## config.mk

```make
export PLATFORM = sky130hd
export DESIGN_NAME = drive_presence_status_indicator
export DESIGN_NICKNAME = d
export VERILOG_FILES = /design/src/include/drive_status_pkg.sv /design/src/design/drive_presence_status_indicator.sv
export VERILOG_INCLUDE_DIRS = /design/src /design/src/include
export SDC_FILE = /design/constraint.sdc
export NUM_CORES = 1
export LEC_CHECK = 0
export BUFFER_PORTS_ARGS = -buffer_cell sky130_fd_sc_hd__buf_2
export CORE_UTILIZATION = 57
export CTS_CLUSTER_DIAMETER = 40
export DETAILED_ROUTE_END_ITERATION = 6
export PLACE_DENSITY = 0.86
export SLEW_MARGIN = 25
export SYNTH_ARGS = -nofsm -noshare
export SYNTH_HDL_FRONTEND = slang
export SYNTH_SLANG_ARGS = --single-unit
```

## constraint.sdc

```tcl
create_clock -name aclk -period 6.2 [get_ports aclk]
set_input_delay 0.93 -clock aclk [delete_from_list [all_inputs] [get_ports aclk]]
set_output_delay 0.93 -clock aclk [all_outputs]
set_load 0.1 [all_outputs]
```

## src/include/drive_presence_status_indicator_consts.svh

```systemverilog
// Constants for the drive presence and status indicator block
`ifndef DRIVE_PRESENCE_STATUS_INDICATOR_CONSTS_SVH
`define DRIVE_PRESENCE_STATUS_INDICATOR_CONSTS_SVH

// ********************************
// Register map (byte addresses)
// ********************************
`define REG_RERUN_OFS 8'h00
`define REG_REQUIRED_OFS 8'h04
`define REG_STATUS_OFS 8'h08
`define REG_NAME_OFS 8'h0C
`define RERUN_CODE 32'hFFFFFFFC
`define REQUIRED_RESET 8'h00
`define STAT_BUSY_BIT 8
`define STAT_DONE_BIT 9
`define NAME_MODE_LSB 16
`define RESP_OKAY 2'b00
`define RESP_SLVERR 2'b10

// ********************************
// Drive configuration values
// ********************************
`define DRIVE_LINK_ADDR 16'h0001
`define LAST_PORT 3'd7
`define MCT_BAUD0 16'h0040
`define MCT_BAUD1 16'h0020
`define MCT_BAUD2 16'h0010
`define MCT_BAUD3 16'h0008

// ********************************
// Timing
// ********************************
`define CLK_PERIOD_NS 10
`define TICK_TIME_NS 50000000
`define TICK_CYCLES (`TICK_TIME_NS / `CLK_PERIOD_NS)
`define FLASH5_LAST 1'b1
`define FLASH2_LAST 3'd4
`define IDENT_TIME_NS 64'd3000000000
`define IDENT_TICKS (`IDENT_TIME_NS / `TICK_TIME_NS)
`define SETTLE_LAST 2'd3

`endif

```

## src/include/drive_status_pkg.sv

```systemverilog
// Types shared by the drive presence and status indicator block
package drive_status_pkg;
  // Presence test sequencer, Gray coded along idle-issue-wait-done
  typedef enum logic [1:0] {
    ST_IDLE = 2'b00,
    ST_ISSUE = 2'b01,
    ST_WAIT = 2'b11,
    ST_DONE = 2'b10
  } seq_state_t;
  // Configuration steps sent to one drive port
  typedef enum logic [1:0] {OP_PROBE, OP_BAUD, OP_MCT, OP_ADDR} drive_op_t;
  // Where the station name comes from
  typedef enum logic [1:0] {NAME_CONTROLLER, NAME_SWITCH, NAME_STORED} name_mode_t;
  typedef logic [1:0] baud_code_t;
  // Request towards the serial-link engine
  typedef struct packed {
    drive_op_t op;
    logic [2:0] port;
    logic [15:0] data;
  } drive_cmd_t;
  // Answer from the serial-link engine
  typedef struct packed {
    logic valid;
    logic ok;
  } drive_resp_t;
  // One network port as seen from the PHY logic
  typedef struct packed {
    logic link;
    logic activity;
  } eth_port_t;
  // Red and green halves of a two-colour lamp
  typedef struct packed {
    logic red;
    logic green;
  } bicolor_t;
  // Station name source and number
  typedef struct packed {
    name_mode_t mode;
    logic [15:0] number;
  } station_name_t;
endpackage : drive_status_pkg

```

## src/design/drive_presence_status_indicator.sv

```systemverilog
// Start-up presence test, lamp driver and station naming for a drive hub
//
// Implementation choices: the AXI4-Lite slave port and the placing of the registers.
`timescale 1ns/1ns
`include "drive_presence_status_indicator_consts.svh"

module drive_presence_status_indicator #(
  parameter int TICK_CYCLES = `TICK_CYCLES
) (
  // Clock and reset
  input wire logic aclk,
  input wire logic aresetn,
  // AXI4-Lite write address
  input wire logic awvalid,
  output logic awready,
  input wire logic [7:0] awaddr,
  // AXI4-Lite write data
  input wire logic wvalid,
  output logic wready,
  input wire logic [31:0] wdata,
  input wire logic [3:0] wstrb,
  // AXI4-Lite write response
  output logic bvalid,
  input wire logic bready,
  output logic [1:0] bresp,
  // AXI4-Lite read address
  input wire logic arvalid,
  output logic arready,
  input wire logic [7:0] araddr,
  // AXI4-Lite read data
  output logic rvalid,
  input wire logic rready,
  output logic [31:0] rdata,
  output logic [1:0] rresp,
  // Serial-link engine requests and answers
  output logic cmd_valid,
  input wire logic cmd_ready,
  output drive_status_pkg::drive_cmd_t cmd,
  input wire drive_status_pkg::drive_resp_t resp,
  // Non-volatile store contents
  input wire logic [7:0] nv_required,
  input wire drive_status_pkg::baud_code_t [7:0] nv_baud,
  input wire logic [15:0] nv_address,
  // Drive health from the serial-link engine
  input wire logic [7:0] comm_err,
  input wire logic [7:0] drive_err,
  // Network state from the fieldbus stack
  input wire drive_status_pkg::eth_port_t first_network_port,
  input wire drive_status_pkg::eth_port_t second_network_port,
  input wire logic net_connected,
  input wire logic data_exchange,
  input wire logic identify_req,
  input wire logic watchdog_timeout,
  input wire logic system_fault,
  input wire logic diag_pending,
  // Front panel switches (asynchronous pins)
  input wire logic [7:0] address_switch,
  input wire logic [3:0] drive_selector_switch,
  // Lamps
  output logic [1:0] link_lamp,
  output logic [1:0] activity_lamp,
  output logic network_fault_lamp,
  output logic status_fault_lamp,
  output drive_status_pkg::bicolor_t serial_lamp,
  // Drive run permission and station name
  output logic [7:0] run_enable,
  output logic [7:0] required_flags,
  output drive_status_pkg::station_name_t station_name
);
  import drive_status_pkg::*;

  // ********************************
  // Switch synchronisers
  // ********************************
  logic [7:0] addr_sw_meta_reg; // First stage, read only by second stage
  logic [7:0] addr_sw_reg; // Stable address switch value
  logic [3:0] sel_meta_reg; // First stage of selector
  logic [3:0] sel_reg; // Stable selector value

  // Two flops per pin, the switches are asynchronous to aclk
  always_ff @(posedge aclk) begin
    addr_sw_meta_reg <= address_switch;
    addr_sw_reg <= addr_sw_meta_reg;
    sel_meta_reg <= drive_selector_switch;
    sel_reg <= sel_meta_reg;
  end

  // ********************************
  // Common timebase
  // ********************************
  logic [31:0] tick_cnt_reg; // Cycles inside one tick
  logic tick; // One cycle every tick
  logic ph10_reg; // 10 Hz square wave
  logic ph5_cnt_reg; // Ticks inside a 5 Hz half period
  logic ph5_reg; // 5 Hz square wave
  logic [2:0] ph2_cnt_reg; // Ticks inside a 2 Hz half period
  logic ph2_reg; // 2 Hz square wave

  assign tick = (tick_cnt_reg == 32'(TICK_CYCLES - 1));

  // Every flash rate divides this one tick so lamps stay in phase
  always_ff @(posedge aclk) begin
    if (!aresetn) begin
      tick_cnt_reg <= 32'h0;
      ph10_reg <= 1'b0;
      ph5_cnt_reg <= 1'b0;
      ph5_reg <= 1'b0;
      ph2_cnt_reg <= 3'h0;
      ph2_reg <= 1'b0;
    end else begin
      tick_cnt_reg <= tick ? 32'h0 : tick_cnt_reg + 32'h1;
      if (tick) begin
        ph10_reg <= ~ph10_reg;
        ph5_cnt_reg <= ~ph5_cnt_reg;
        if (ph5_cnt_reg == `FLASH5_LAST) begin
          ph5_reg <= ~ph5_reg;
        end
        ph2_cnt_reg <= (ph2_cnt_reg == `FLASH2_LAST) ? 3'h0 : ph2_cnt_reg + 3'h1;
        if (ph2_cnt_reg == `FLASH2_LAST) begin
          ph2_reg <= ~ph2_reg;
        end
      end
    end
  end

  // ********************************
  // AXI4-Lite slave
  // ********************************
  logic aw_held_reg; // Write address taken, waiting for data
  logic [7:0] aw_addr_reg; // Held write address
  logic w_held_reg; // Write data taken, waiting for address
  logic [31:0] w_data_reg; // Held write data
  logic [3:0] w_strb_reg; // Held byte strobes
  logic bvalid_reg; // Write response pending
  logic [1:0] bresp_reg; // Write response code
  logic rvalid_reg; // Read data pending
  logic [31:0] rdata_reg; // Read data
  logic [1:0] rresp_reg; // Read response code
  logic wr_fire; // Both halves present, perform the write
  logic wr_is_rerun; // Write hits the rerun register
  logic wr_is_req; // Write hits the required-flag register
  logic wr_mapped; // Write hits any register
  logic rd_fire; // Read address accepted
  logic [31:0] rd_value; // Selected read value
  logic rd_mapped; // Read hits any register
  logic rerun_req; // Rerun value written with all lanes

  // New address or data is taken only while no response is pending
  assign awready = ~aw_held_reg & ~bvalid_reg;
  assign wready = ~w_held_reg & ~bvalid_reg;
  assign arready = ~rvalid_reg;
  assign bvalid = bvalid_reg;
  assign bresp = bresp_reg;
  assign rvalid = rvalid_reg;
  assign rdata = rdata_reg;
  assign rresp = rresp_reg;
  assign wr_fire = aw_held_reg & w_held_reg & ~bvalid_reg;
  assign rd_fire = arvalid & ~rvalid_reg;

  // Write decode
  assign wr_is_rerun = (aw_addr_reg == `REG_RERUN_OFS);
  assign wr_is_req = (aw_addr_reg == `REG_REQUIRED_OFS);
  assign wr_mapped = wr_is_rerun | wr_is_req | (aw_addr_reg == `REG_STATUS_OFS) |
                     (aw_addr_reg == `REG_NAME_OFS);
  // A partial write cannot form the full -4 value, so it is ignored
  assign rerun_req = wr_fire & wr_is_rerun & (w_strb_reg == 4'hF) &
                     (w_data_reg == `RERUN_CODE);

  // Hold each write half until its partner arrives, then answer
  always_ff @(posedge aclk) begin
    if (!aresetn) begin
      aw_held_reg <= 1'b0;
      aw_addr_reg <= 8'h00;
      w_held_reg <= 1'b0;
      w_data_reg <= 32'h0;
      w_strb_reg <= 4'h0;
      bvalid_reg <= 1'b0;
      bresp_reg <= `RESP_OKAY;
    end else begin
      if (awvalid && awready) begin
        aw_held_reg <= 1'b1;
        aw_addr_reg <= {awaddr[7:2], 2'b00};
      end
      if (wvalid && wready) begin
        w_held_reg <= 1'b1;
        w_data_reg <= wdata;
        w_strb_reg <= wstrb;
      end
      if (wr_fire) begin
        aw_held_reg <= 1'b0;
        w_held_reg <= 1'b0;
        bvalid_reg <= 1'b1;
        bresp_reg <= wr_mapped ? `RESP_OKAY : `RESP_SLVERR;
      end else if (bvalid_reg && bready) begin
        bvalid_reg <= 1'b0;
      end
    end
  end

  // ********************************
  // Presence test sequencer
  // ********************************
  seq_state_t state_reg; // Sequencer state
  drive_op_t op_reg; // Step on the current port
  logic [2:0] port_reg; // Port under test
  logic [7:0] found_reg; // Ports where a drive answered
  logic [7:0] required_reg; // Drives released for run commands
  logic start_pending_reg; // A test is owed
  logic [15:0] mct_value; // Timeout for the stored speed
  logic last_step; // Current port is finished
  logic busy; // Test running

  assign busy = (state_reg == ST_ISSUE) | (state_reg == ST_WAIT);
  // A port ends after a failed probe or after the address step
  assign last_step = (op_reg == OP_ADDR) | ((op_reg == OP_PROBE) & ~resp.ok);

  // Completion timeout that goes with each stored speed
  always_comb begin
    case (nv_baud[port_reg])
      2'd0: mct_value = `MCT_BAUD0;
      2'd1: mct_value = `MCT_BAUD1;
      2'd2: mct_value = `MCT_BAUD2;
      default: mct_value = `MCT_BAUD3;
    endcase
  end

  // Request payload for the current step
  always_comb begin
    cmd.op = op_reg;
    cmd.port = port_reg;
    case (op_reg)
      OP_BAUD: cmd.data = {14'h0, nv_baud[port_reg]};
      OP_MCT: cmd.data = mct_value;
      OP_ADDR: cmd.data = `DRIVE_LINK_ADDR;
      default: cmd.data = 16'h0;
    endcase
  end
  assign cmd_valid = (state_reg == ST_ISSUE);

  // Walk every port: probe, then speed, timeout and address if found
  always_ff @(posedge aclk) begin
    if (!aresetn) begin
      state_reg <= ST_IDLE;
      op_reg <= OP_PROBE;
      port_reg <= 3'h0;
      found_reg <= 8'h00;
      required_reg <= `REQUIRED_RESET;
      start_pending_reg <= 1'b1;
    end else begin
      if (rerun_req) begin
        start_pending_reg <= 1'b1;
      end
      if (wr_fire && wr_is_req && w_strb_reg[0]) begin
        required_reg <= w_data_reg[7:0];
      end
      case (state_reg)
        ST_IDLE, ST_DONE: begin
          if (start_pending_reg) begin
            // A rerun request landing now is kept for the next round
            start_pending_reg <= rerun_req;
            required_reg <= nv_required;
            found_reg <= 8'h00;
            port_reg <= 3'h0;
            op_reg <= OP_PROBE;
            state_reg <= ST_ISSUE;
          end
        end
        ST_ISSUE: begin
          if (cmd_ready) begin
            state_reg <= ST_WAIT;
          end
        end
        ST_WAIT: begin
          if (resp.valid) begin
            if (op_reg == OP_PROBE && resp.ok) begin
              found_reg[port_reg] <= 1'b1;
            end
            if (last_step) begin
              op_reg <= OP_PROBE;
              port_reg <= port_reg + 3'h1;
              state_reg <= (port_reg == `LAST_PORT) ? ST_DONE : ST_ISSUE;
            end else begin
              op_reg <= drive_op_t'(op_reg + 2'h1);
              state_reg <= ST_ISSUE;
            end
          end
        end
        default: state_reg <= ST_IDLE;
      endcase
    end
  end

  // Runs only for required drives and only with the selector at zero
  assign run_enable = (sel_reg == 4'h0) ? required_reg : 8'h00;
  assign required_flags = required_reg;

  // ********************************
  // Register read path
  // ********************************
  logic [31:0] status_word; // Found mask and test state
  logic [31:0] name_word; // Station name source and number

  assign status_word = {22'h0, state_reg == ST_DONE, busy, found_reg};
  assign name_word = {14'h0, station_name.mode, station_name.number};
  assign rd_mapped = (araddr[7:2] == `REG_RERUN_OFS >> 2) |
                     (araddr[7:2] == `REG_REQUIRED_OFS >> 2) |
                     (araddr[7:2] == `REG_STATUS_OFS >> 2) |
                     (araddr[7:2] == `REG_NAME_OFS >> 2);
  // Rerun register is write-only and reads as zero
  assign rd_value = (araddr[7:2] == `REG_REQUIRED_OFS >> 2) ? {24'h0, required_reg} :
                    (araddr[7:2] == `REG_STATUS_OFS >> 2) ? status_word :
                    (araddr[7:2] == `REG_NAME_OFS >> 2) ? name_word : 32'h0;

  // Read answer one cycle after the address is taken
  always_ff @(posedge aclk) begin
    if (!aresetn) begin
      rvalid_reg <= 1'b0;
      rdata_reg <= 32'h0;
      rresp_reg <= `RESP_OKAY;
    end else if (rd_fire) begin
      rvalid_reg <= 1'b1;
      rdata_reg <= rd_value;
      rresp_reg <= rd_mapped ? `RESP_OKAY : `RESP_SLVERR;
    end else if (rready) begin
      rvalid_reg <= 1'b0;
    end
  end

  // ********************************
  // Serial-link lamp
  // ********************************
  logic [7:0] comm_ok; // Drive present and talking
  logic req_bad; // Required drive missing or silent
  logic req_derr; // Required drive reports an error
  logic [7:0] extra; // Drives present but not required
  logic extra_err; // Any unrequired drive reports an error
  logic [2:0] sel_idx; // Selected drive index
  logic sel_valid; // Selector points at a real port
  bicolor_t collective; // All-drive summary
  bicolor_t single; // Selected drive only
  bicolor_t serial_next; // Lamp value for the next cycle

  assign comm_ok = found_reg & ~comm_err;
  assign req_bad = |(required_reg & ~comm_ok);
  assign req_derr = |(required_reg & comm_ok & drive_err);
  assign extra = found_reg & ~required_reg;
  assign extra_err = |(extra & drive_err);
  assign sel_idx = 3'(sel_reg - 4'h1);
  assign sel_valid = (sel_reg != 4'h0) & (sel_reg <= 4'h8);

  // Summary, worst condition first
  always_comb begin
    if (busy) begin
      collective = '{red: ph5_reg, green: ~ph5_reg};
    end else if (state_reg != ST_DONE) begin
      collective = '{red: 1'b0, green: 1'b0};
    end else if (req_bad) begin
      collective = '{red: 1'b1, green: 1'b0};
    end else if (req_derr) begin
      collective = '{red: 1'b1, green: 1'b1};
    end else if (|extra && extra_err) begin
      collective = '{red: ph2_reg, green: ph2_reg};
    end else if (|extra) begin
      collective = '{red: 1'b0, green: ph2_reg};
    end else if (|found_reg) begin
      collective = '{red: 1'b0, green: 1'b1};
    end else begin
      // Nothing found and nothing required still counts as missing
      collective = '{red: 1'b1, green: 1'b0};
    end
  end

  // One drive picked by the selector
  always_comb begin
    if (!sel_valid || (!found_reg[sel_idx] && !required_reg[sel_idx])) begin
      single = '{red: 1'b0, green: 1'b0};
    end else if (!comm_ok[sel_idx]) begin
      single = '{red: 1'b1, green: 1'b0};
    end else if (drive_err[sel_idx]) begin
      single = '{red: 1'b1, green: 1'b1};
    end else begin
      single = '{red: 1'b0, green: 1'b1};
    end
  end

  assign serial_next = (sel_reg != 4'h0 && !busy) ? single : collective;

  // ********************************
  // Network lamps
  // ********************************
  logic [6:0] ident_cnt_reg; // Ticks left of identify flashing
  logic [1:0] link_next; // Link lamps for the next cycle
  logic [1:0] act_next; // Activity lamps for the next cycle
  logic net_fault_next; // Network fault lamp next value
  logic stat_fault_next; // Status fault lamp next value

  assign link_next = {second_network_port.link, first_network_port.link};
  assign act_next = {second_network_port.link & second_network_port.activity & ph10_reg,
                     first_network_port.link & first_network_port.activity & ph10_reg};
  assign net_fault_next = ~net_connected | (~data_exchange & ph2_reg);
  assign stat_fault_next = (watchdog_timeout | system_fault | diag_pending) |
                           ((ident_cnt_reg != 7'h0) & ph2_reg);

  // Identify request restarts the window; a request wins over the countdown
  always_ff @(posedge aclk) begin
    if (!aresetn) begin
      ident_cnt_reg <= 7'h0;
    end else if (identify_req) begin
      ident_cnt_reg <= 7'(`IDENT_TICKS);
    end else if (tick && ident_cnt_reg != 7'h0) begin
      ident_cnt_reg <= ident_cnt_reg - 7'h1;
    end
  end

  // All lamps leave from flops so they never glitch
  always_ff @(posedge aclk) begin
    if (!aresetn) begin
      link_lamp <= 2'b00;
      activity_lamp <= 2'b00;
      network_fault_lamp <= 1'b1;
      status_fault_lamp <= 1'b0;
      serial_lamp <= '{red: 1'b0, green: 1'b0};
    end else begin
      link_lamp <= link_next;
      activity_lamp <= act_next;
      network_fault_lamp <= net_fault_next;
      status_fault_lamp <= stat_fault_next;
      serial_lamp <= serial_next;
    end
  end

  // ********************************
  // Station name
  // ********************************
  logic [1:0] settle_reg; // Waits for the synchronisers to fill
  logic name_taken_reg; // Switches sampled once after reset
  logic [15:0] sw_number; // Two BCD digits as a number

  assign sw_number = 16'(addr_sw_reg[7:4]) * 16'd10 + 16'(addr_sw_reg[3:0]);

  // Switches count only at power-up; later turning has no effect
  always_ff @(posedge aclk) begin
    if (!aresetn) begin
      settle_reg <= 2'h0;
      name_taken_reg <= 1'b0;
      station_name <= '{mode: NAME_CONTROLLER, number: 16'h0};
    end else if (!name_taken_reg) begin
      settle_reg <= settle_reg + 2'h1;
      if (settle_reg == `SETTLE_LAST) begin
        name_taken_reg <= 1'b1;
        if (addr_sw_reg != 8'h00) begin
          station_name <= '{mode: NAME_SWITCH, number: sw_number};
        end else if (nv_address != 16'h0) begin
          station_name <= '{mode: NAME_STORED, number: nv_address};
        end else begin
          station_name <= '{mode: NAME_CONTROLLER, number: 16'h0};
        end
      end
    end
  end
endmodule : drive_presence_status_indicator

```

Yosys cells after proc, flatten, opt, wreduce, memory -nomap -nowiden
Index checks and enable logic that the tools add are counted.
- register bits: 205
- latch bits: 0
- memory bits (writable): 0
- bits in read-only memories: 0
- input port bits: 140
- output and inout bits: 105
- logic and storage cells: 240
- memories: 0
- $add $sub $neg: 8
- $mul: 1
- div/mod/pow operators: 0
- magnitude comparators: 4
- equality and inequality tests: 26
- shift-type cells: 0
- muxes and demuxes: 66
- bitwise operators: 51
- reductions and logical operators: 46
- operators by type and width (kind ; count):
    2-to-1 mux 18 bit ; 5
    2-to-1 mux 8 bit ; 7
    bitwise AND 8 bit ; 6
    case mux 16 bit (3 select lines) ; 1
    2-to-1 mux 2 bit ; 22
    OR reduction 8 bit ; 5
    adder 32 x 1 -> 32 bit (second input constant) ; 1
    equality test 32 x 23 -> 1 bit (second input constant) ; 1
    equality test 32 bit (second input constant) ; 1
    equality test 6 x 2 -> 1 bit (second input constant) ; 4
    inverter 8 bit ; 3
    case mux 7 bit (3 select lines) ; 1
    bitwise AND 1 bit ; 16
    case mux 8 bit (2 select lines) ; 1
    nonzero test 16 bit ; 1
    2-to-1 mux 1 bit ; 14
    inverter 1 bit ; 13
    binary-select mux 1 bit (select 3 bit) ; 4
    equality test 2 bit (second input constant) ; 6
    equality test 6 x 1 -> 1 bit (second input constant) ; 2
    2-to-1 mux 3 bit ; 4
    2-to-1 mux 6 bit ; 2
    bitwise OR 1 bit ; 12
    logical AND 1 bit ; 11
    other kinds (34) ; 59

Logic depth before layout (Yosys ltp)
Gate-level depths: netlist of run 1.
- depth after elaboration: 11
- depth in mapped cells: 8
- mapped depth without buffers: 8

Worst setup path after synthesis of run 1
No wires, ideal clock.
- kind: reg2out
- start: register port_reg[2]
- end: output cmd[5] (netlist name)
- data arrival time: 5.318 ns
- required time: 5.270 ns
- slack: -0.048 ns
- stages on the path, launching flop included: 8
- buffers on the path: 2
- cell sequence: dfxtp_1 clkbuf_1 clkbuf_1 nand2_1 mux4_2 nand2_1 inv_1 nor4b_1
- RTL lines (what ; RTL line ; text):
    from (decl) ; drive_presence_status_indicator.sv:205 ; logic [2:0] port_reg;
    from (signal assigned) ; drive_presence_status_indicator.sv:280 ; port_reg <= port_reg + 3'h1;
    to (decl) ; drive_presence_status_indicator.sv:38 ; output drive_status_pkg::drive_cmd_t cmd,

==> results.json, run 1 <==
{
  "status": "complete, no violations",
  "relSlewSlack": 0.396,
  "insertion_delay_ns": 0.44,
  "synthMuxAreaShare": 0.0497,
  "vdd_drop_max_v": 0.000218,
  "power_frac_seq": 0.454,
  "synth-edff-count": 0,
  "ys_seq_area_frac": 0.431,
  "wl_um": 22700,
  "yosysUniqueCellTypes": 72,
  "synth_compound_area_frac": 0.133,
  "regToRegStartpoint": "sel_reg[0]$_DFF_P_",
  "drc_errors": 0,
  "ys_async_sr_fraction": 0,
  "cts_max_path_buffers": 2,
  "p_comb_frac": 0.172,
  "clk_pin_slew_ns": 0.07,
  "ys_warn_count": 0,
  "r2r-end": "serial_lamp[1]$_SDFF_PN0_",
  "grt_pass1_wl_um": 36400,
  "fmax_mhz": 276,
  "clockPowerShare": 0.374,
  "grt_max_degree": 101,
  "postLayoutCoreUtil": 0.691,
  "die_x_um": 126,
  "syn-instance-count": 1021,
  "p_int_w": 0.00201,
  "fin_tns_setup_ns": 0,
  "drv_slew": 0,
  "synth-seq-cells": 189,
  "endpoint": "cmd[6]",
  "ioPinCount": 245,
  "drv_cap": 0,
  "grt_pass1_vias": 7443,
  "end_kind": "primary output",
  "seq_area_um2": 3780,
  "die_h_um": 126,
  "cts_root_buf": "clkbuf_16",
  "worstPathRequired_ns": 5.27,
  "fin_worst_skew_ns": 0.00972,
  "dieArea_um2": 15900,
  "crit_arrival_ns": 2.69,
  "num-nets-final": 1372,
  "first_pass_iters": 6,
  "vias": 8090,
  "wl_per_cell_um": 16.1,
  "areaGrowthSynthToFinish_pct": 19.1,
  "report.final.setup_viol": 0,
  "antenna_found_initial": 2,
  "reg2reg_slack_ns": 3.44,
  "period_share": 0.584,
  "switchingPower_w": 0.000917,
  "drive_gt1_frac": 0.228,
  "syn-cell-area_um2": 8790,
  "powerDensity_nw_per_um2": 279,
  "cts_setup_buffers": 0,
  "grt_use_total": 0.289,
  "setup_slack_ns": 2.58,
  "synth_top_family_by_area": "simple AND/OR/NAND/NOR gates",
  "start_kind": "register",
  "drt-met1-wl_um": 9490,
  "post_cts_resized": 0,
  "r2r_cells": 7,
  "synth_fa_ha_area_frac": 0.0345,
  "worst-setup-path-type": "reg2out",
  "synth-xor-area-share": 0.0339,
  "holdCritPathClass": "reg2reg",
  "final_cell_count_no_fill": 1411,
  "synthSimpleGateAreaFrac": 0.262,
  "fillers": 1215,
  "first_iter_violations": 623,
  "core_um2": 15100,
  "clock-sinks": 189,
  "vias_per_cell": 5.73,
  "crit_start": "port_reg[2]$_SDFFE_PN0P_",
  "place_congestion": 0.931,
  "rsz0062_at_grt": "no",
  "htree_levels": 4,
  "overflow": 0,
  "top_layer_used": "met5",
  "dp_cells": 1377,
  "hold_buffers": 0,
  "cts_tree": "yes",
  "start_util": 0.580,
  "multi_input_area_um2": 4620,
  "ant_nets": 0,
  "dp_hpwl_um": 16400,
  "port_buffers": 214,
  "wl_met2_um": 10900,
  "leakage_nw": 4.40,
  "fp-row-count": 45,
  "wl_met3_um": 1740,
  "avgSynthCellArea_um2": 8.61,
  "pre_cts_slack_ns": 2.63,
  "synth_flop_cell": "dfxtp_1",
  "crit_fanout": 17,
  "worst_pin_slew_ns": 0.904,
  "finalHoldViolCount": 0,
  "switching_share": 0.314,
  "hold_start": "sel_meta_reg[1]$_DFF_P_",
  "period_needed_ns": 3.62,
  "cts_made_buffers": 17
}
==> kinds of logic after synthesis <==
logic type | count (synthesis)
flops | 189
compound gates | 185
simple gates | 451
xor+xnor | 34
buf+inv | 103
mux | 35
other cells | 1
fa+ha+maj | 23
==> synthesized netlist by cell type, types with 5 or more instances <==
library cell  count  area, µm²
nor3_1           27        135
buf_1             5       18.8
nand3_1          26        130
nor2b_1          11       68.8
nor4_1           22        138
a21oi_1          82        410
buf_4            27        203
nor4b_1           5       43.8
o21ai_0          21        105
nand4_1          14       87.6
nand4b_1          7       61.3
mux2_2            8       90.1
nand3b_1          6       45.0
and4_1            5       43.8
or3_1            11       68.8
mux2i_1          20        200
a211oi_1         12       90.1
ha_1             21        263
and3_1            8       50.1
a22oi_1          19        143
nand2b_1         22        138
o211ai_1          6       45.0
or4_1             6       45.0
and2_1           11       68.8
clkbuf_1         40        150
mux4_2            6        135
nor2_1          112        420
xor2_1            9       78.8
a31oi_1           8       50.1
a22o_1           10       87.6
inv_1            29        109
dfxtp_1         189       3780
nand2_1         138        518
xnor2_1          25        219
==> power groups by stage <==
stage                     Combinational [W]  Clock, W  Sequential [W]
after floorplan                    0.000292         0         0.00145
after global placement             0.000489         0         0.00135
after detailed placement           0.000495         0         0.00135
after CTS                          0.000500   0.00110         0.00132
after global routing               0.000536   0.00116         0.00133
final                              0.000504   0.00109         0.00133
==> metal layers <==
metal,vias up,track usage
met4,2,0.114
met2,318,0.486
met5,-,0
li1,3932,-
met1,3792,0.354
met3,46,0.0765
==> worst min-delay path by stage <==
stage	cells past startpoint	slack, ns	endpoint
6_report	0	0.33	sel_reg[1]$_DFF_P_
3_3_place_gp	0	0.31	addr_sw_reg[7]$_DFF_P_
4_1_cts	0	0.33	sel_reg[1]$_DFF_P_
3_5_place_dp	0	0.31	sel_reg[1]$_DFF_P_
2_1_floorplan	0	0.31	addr_sw_reg[0]$_DFF_P_
5_1_grt	0	0.33	addr_sw_reg[1]$_DFF_P_
==> layout by cell type, fill, tap and decap left out, types with 9 or more instances in the layout <==
cell / count
xor2_1: 9
ha_1: 21
a22o_1: 10
nor4_1: 22
and2_1: 10
a211oi_1: 12
dfxtp_1: 189
nor3_1: 27
xnor2_1: 25
a21oi_1: 82
nand2b_1: 22
buf_2: 214
conb_1: 26
nand4_1: 14
o21ai_0: 21
inv_1: 29
nand3_1: 26
or3_1: 11
mux2i_1: 20
clkbuf_16: 17
nand2_1: 136
nor2b_1: 11
a22oi_1: 19
nor2_1: 112
==> metrics by stage <==
| step | hold slack (ns) | instance area (µm²) | total power (W) |
|---|---|---|---|
| after global routing | 0.334 | 10500 | 0.00303 |
| final | 0.327 | 10500 | 0.00292 |
| after global placement | 0.310 | 9830 | 0.00184 |
| after detailed placement | 0.313 | 9830 | 0.00185 |
| after CTS | 0.329 | 10400 | 0.00292 |
| after floorplan | 0.310 | 8890 | 0.00174 |
==> final cells by class <==
cell class / count / share of cell area
Timing Repair Buffer: 217 / 0.106
Antenna cell: 1 / 0.000239
Tap cell: 188 / 0.0225
Inverter: 30 / 0.0109
Multi-Input combinational cell: 754 / 0.442
Clock inverter: 13 / 0.0152
Clock buffer: 19 / 0.0414
Sequential cell: 189 / 0.362
==> worst max-delay path, stage by stage, from the launching register on <==
cell and delay (ns):
dfxtp_1 0.67, inv_1 0.08, a311o_1 0.32, a221o_1 0.37
nor4b_1 0.32, buf_2 0.49
Note: power is estimated with default switching activity, not from simulation.
==> inputs of run 2 (changes only) <==
--- a/config.mk
+++ b/config.mk
@@ -7,10 +7,10 @@
 export NUM_CORES = 1
 export LEC_CHECK = 0
 export BUFFER_PORTS_ARGS = -buffer_cell sky130_fd_sc_hd__buf_2
-export CORE_UTILIZATION = 57
+export CORE_UTILIZATION = 53
 export CTS_CLUSTER_DIAMETER = 40
 export DETAILED_ROUTE_END_ITERATION = 6
-export PLACE_DENSITY = 0.86
+export PLACE_DENSITY = 0.81
 export SLEW_MARGIN = 25
 export SYNTH_ARGS = -nofsm -noshare
 export SYNTH_HDL_FRONTEND = slang
==> constraint.sdc (replaced) <==
create_clock -name aclk -period 3.6 [get_ports aclk]
set_input_delay 0.54 -clock aclk [delete_from_list [all_inputs] [get_ports aclk]]
set_output_delay 0.54 -clock aclk [all_outputs]
set_load 0.1 [all_outputs]
==> run 2 against run 1 <==
Clock power grew 79%. Total power is 74% higher. Final cell count is 2.0% higher. Critical endpoint unchanged.
==> results.json, run 2 (synthesized netlist as in run 1, its figures left out) <==
{
  "start_kind": "register",
  "first_pass_iters": 6,
  "vias": 7998,
  "htree_levels": 4,
  "wl_per_cell_um": 15.6,
  "dieArea_um2": 17100,
  "fmax_mhz": 315,
  "hold_buffers": 0,
  "start_util": 0.547,
  "num-nets-final": 1372,
  "place_congestion": 0.966,
  "ant_nets": 0,
  "period_needed_ns": 3.17,
  "reg2reg_slack_ns": 0.89,
  "vdd_drop_max_v": 0.000429,
  "rsz0062_at_grt": "no",
  "port_buffers": 214,
  "worst_pin_slew_ns": 0.879,
  "antenna_found_initial": 1,
  "fin_tns_setup_ns": 0,
  "grt_pass1_vias": 7202,
  "cts_root_buf": "clkbuf_16",
  "cts_tree": "yes",
  "core_um2": 16100,
  "crit_fanout": 14,
  "clock-sinks": 189,
  "worstPathRequired_ns": 3.06,
  "areaGrowthSynthToFinish_pct": 20.0,
  "insertion_delay_ns": 0.44,
  "leakage_nw": 4.42,
  "cts_max_path_buffers": 2,
  "ioPinCount": 245,
  "fillers": 1339,
  "vias_per_cell": 5.56,
  "layout_common_cells": "buf_2 (214), dfxtp_1 (187), nand2_1 (137)",
  "grt_max_degree": 108,
  "cp_top_family": "compound AO/OA/AOI/OAI gates",
  "report.final.setup_viol": 0,
  "holdCritPathClass": "in2reg",
  "die_x_um": 131,
  "finalHoldViolCount": 0,
  "pre_cts_slack_ns": 0.862,
  "dp_hpwl_um": 16300,
  "grt_pass1_wl_um": 35100,
  "cts_made_buffers": 17,
  "critPathMaxStageDelay_ns": 0.61,
  "drc_errors": 0,
  "crit_chain": "nor2b_1, a22o_1, a221o_1, nor4b_4, buf_2",
  "critPathBufInv": 1,
  "grt_use_total": 0.265,
  "period_share": 0.881,
  "end_kind": "primary output",
  "setup_slack_ns": 0.428,
  "die_h_um": 131,
  "first_iter_violations": 588,
  "drive_gt1_frac": 0.233,
  "clk_pin_slew_ns": 0.07,
  "crit_slowest_cell": "dfxtp_1",
  "overflow": 0,
  "crit_arrival_ns": 2.63,
  "p_total_w": 0.00510,
  "fp-row-count": 46,
  "status": "complete, no violations",
  "fin_worst_skew_ns": 0.00837,
  "worst-setup-path-type": "reg2out",
  "cts_setup_buffers": 0,
  "drv_slew": 0,
  "relSlewSlack": 0.413,
  "wl_um": 22400,
  "powerDensity_nw_per_um2": 484,
  "layout_commonest_cell": "buf_2",
  "post_cts_resized": 0,
  "drv_cap": 0
}
-- run 2: cell types whose count changed in the layout (fill, tap and decap cells not counted), sizes merged --
cell	delta
clkbuf	+2
clkinvlp	-2
bufinv	+1
clkinv	-1
-- run 2: worst reg2reg max path: stages, from the launching register on --
cell and delay [ns]:
dfxtp_1 0.60, inv_1 0.17, ha_1 0.27, xor2_1 0.38
mux4_2 0.55, mux2_2 0.29, o211ai_1 0.18, o221ai_1 0.13
-- run 2: where the power goes --
group / leakage (nW) / internal (W) / switching, W
sequential: 1.55 / 0.00219 / 0.0000967
clock: 0.295 / 0.00114 / 0.000813
combinational: 2.58 / 0.000227 / 0.000639
total: 4.42 / 0.00355 / 0.00155
-- run 2: per-stage QoR --
stage                     std cells   util  hold slack, ns  cell area (µm²)
final                          1439  0.657           0.198            10500
after floorplan                1046      -           0.310             8930
after global placement         1406  0.618           0.310             9920
after CTS                      1438  0.656           0.188            10500
after global routing           1438  0.656           0.183            10500
after detailed placement       1406  0.618           0.312             9920
-- run 2: routing by layer --
layer / global-route usage / up-vias / part of all wire
met5: 0 / - / 0.00058
met4: 0.105 / 2 / 0.023
met3: 0.0700 / 50 / 0.080
met2: 0.434 / 300 / 0.47
met1: 0.332 / 3719 / 0.42
li1: - / 3927 / -
-- run 2: worst paths after layout --
kind / from / to / depth (start not counted)
max: port_reg[0]$_SDFFE_PN0P_ / cmd[6] / 5
min: address_switch[2] / addr_sw_meta_reg[2]$_DFF_P_ / 1
max reg2reg: sel_reg[0]$_DFF_P_ / serial_lamp[1]$_SDFF_PN0_ / 7
min reg2reg: addr_sw_meta_reg[0]$_DFF_P_ / addr_sw_reg[0]$_DFF_P_ / 0
-- run 2: cell type report --
class / instances / area [µm²] / share of cell area
Inverter: 30 / 114 / 0.0108
Clock buffer: 21 / 460 / 0.0437
Sequential cell: 189 / 3790 / 0.359
Antenna cell: 1 / 2.50 / 0.000237
Clock inverter: 11 / 154 / 0.0146
Timing Repair Buffer: 217 / 1100 / 0.104
Multi-Input combinational cell: 754 / 4660 / 0.442
Tap cell: 216 / 270 / 0.0256
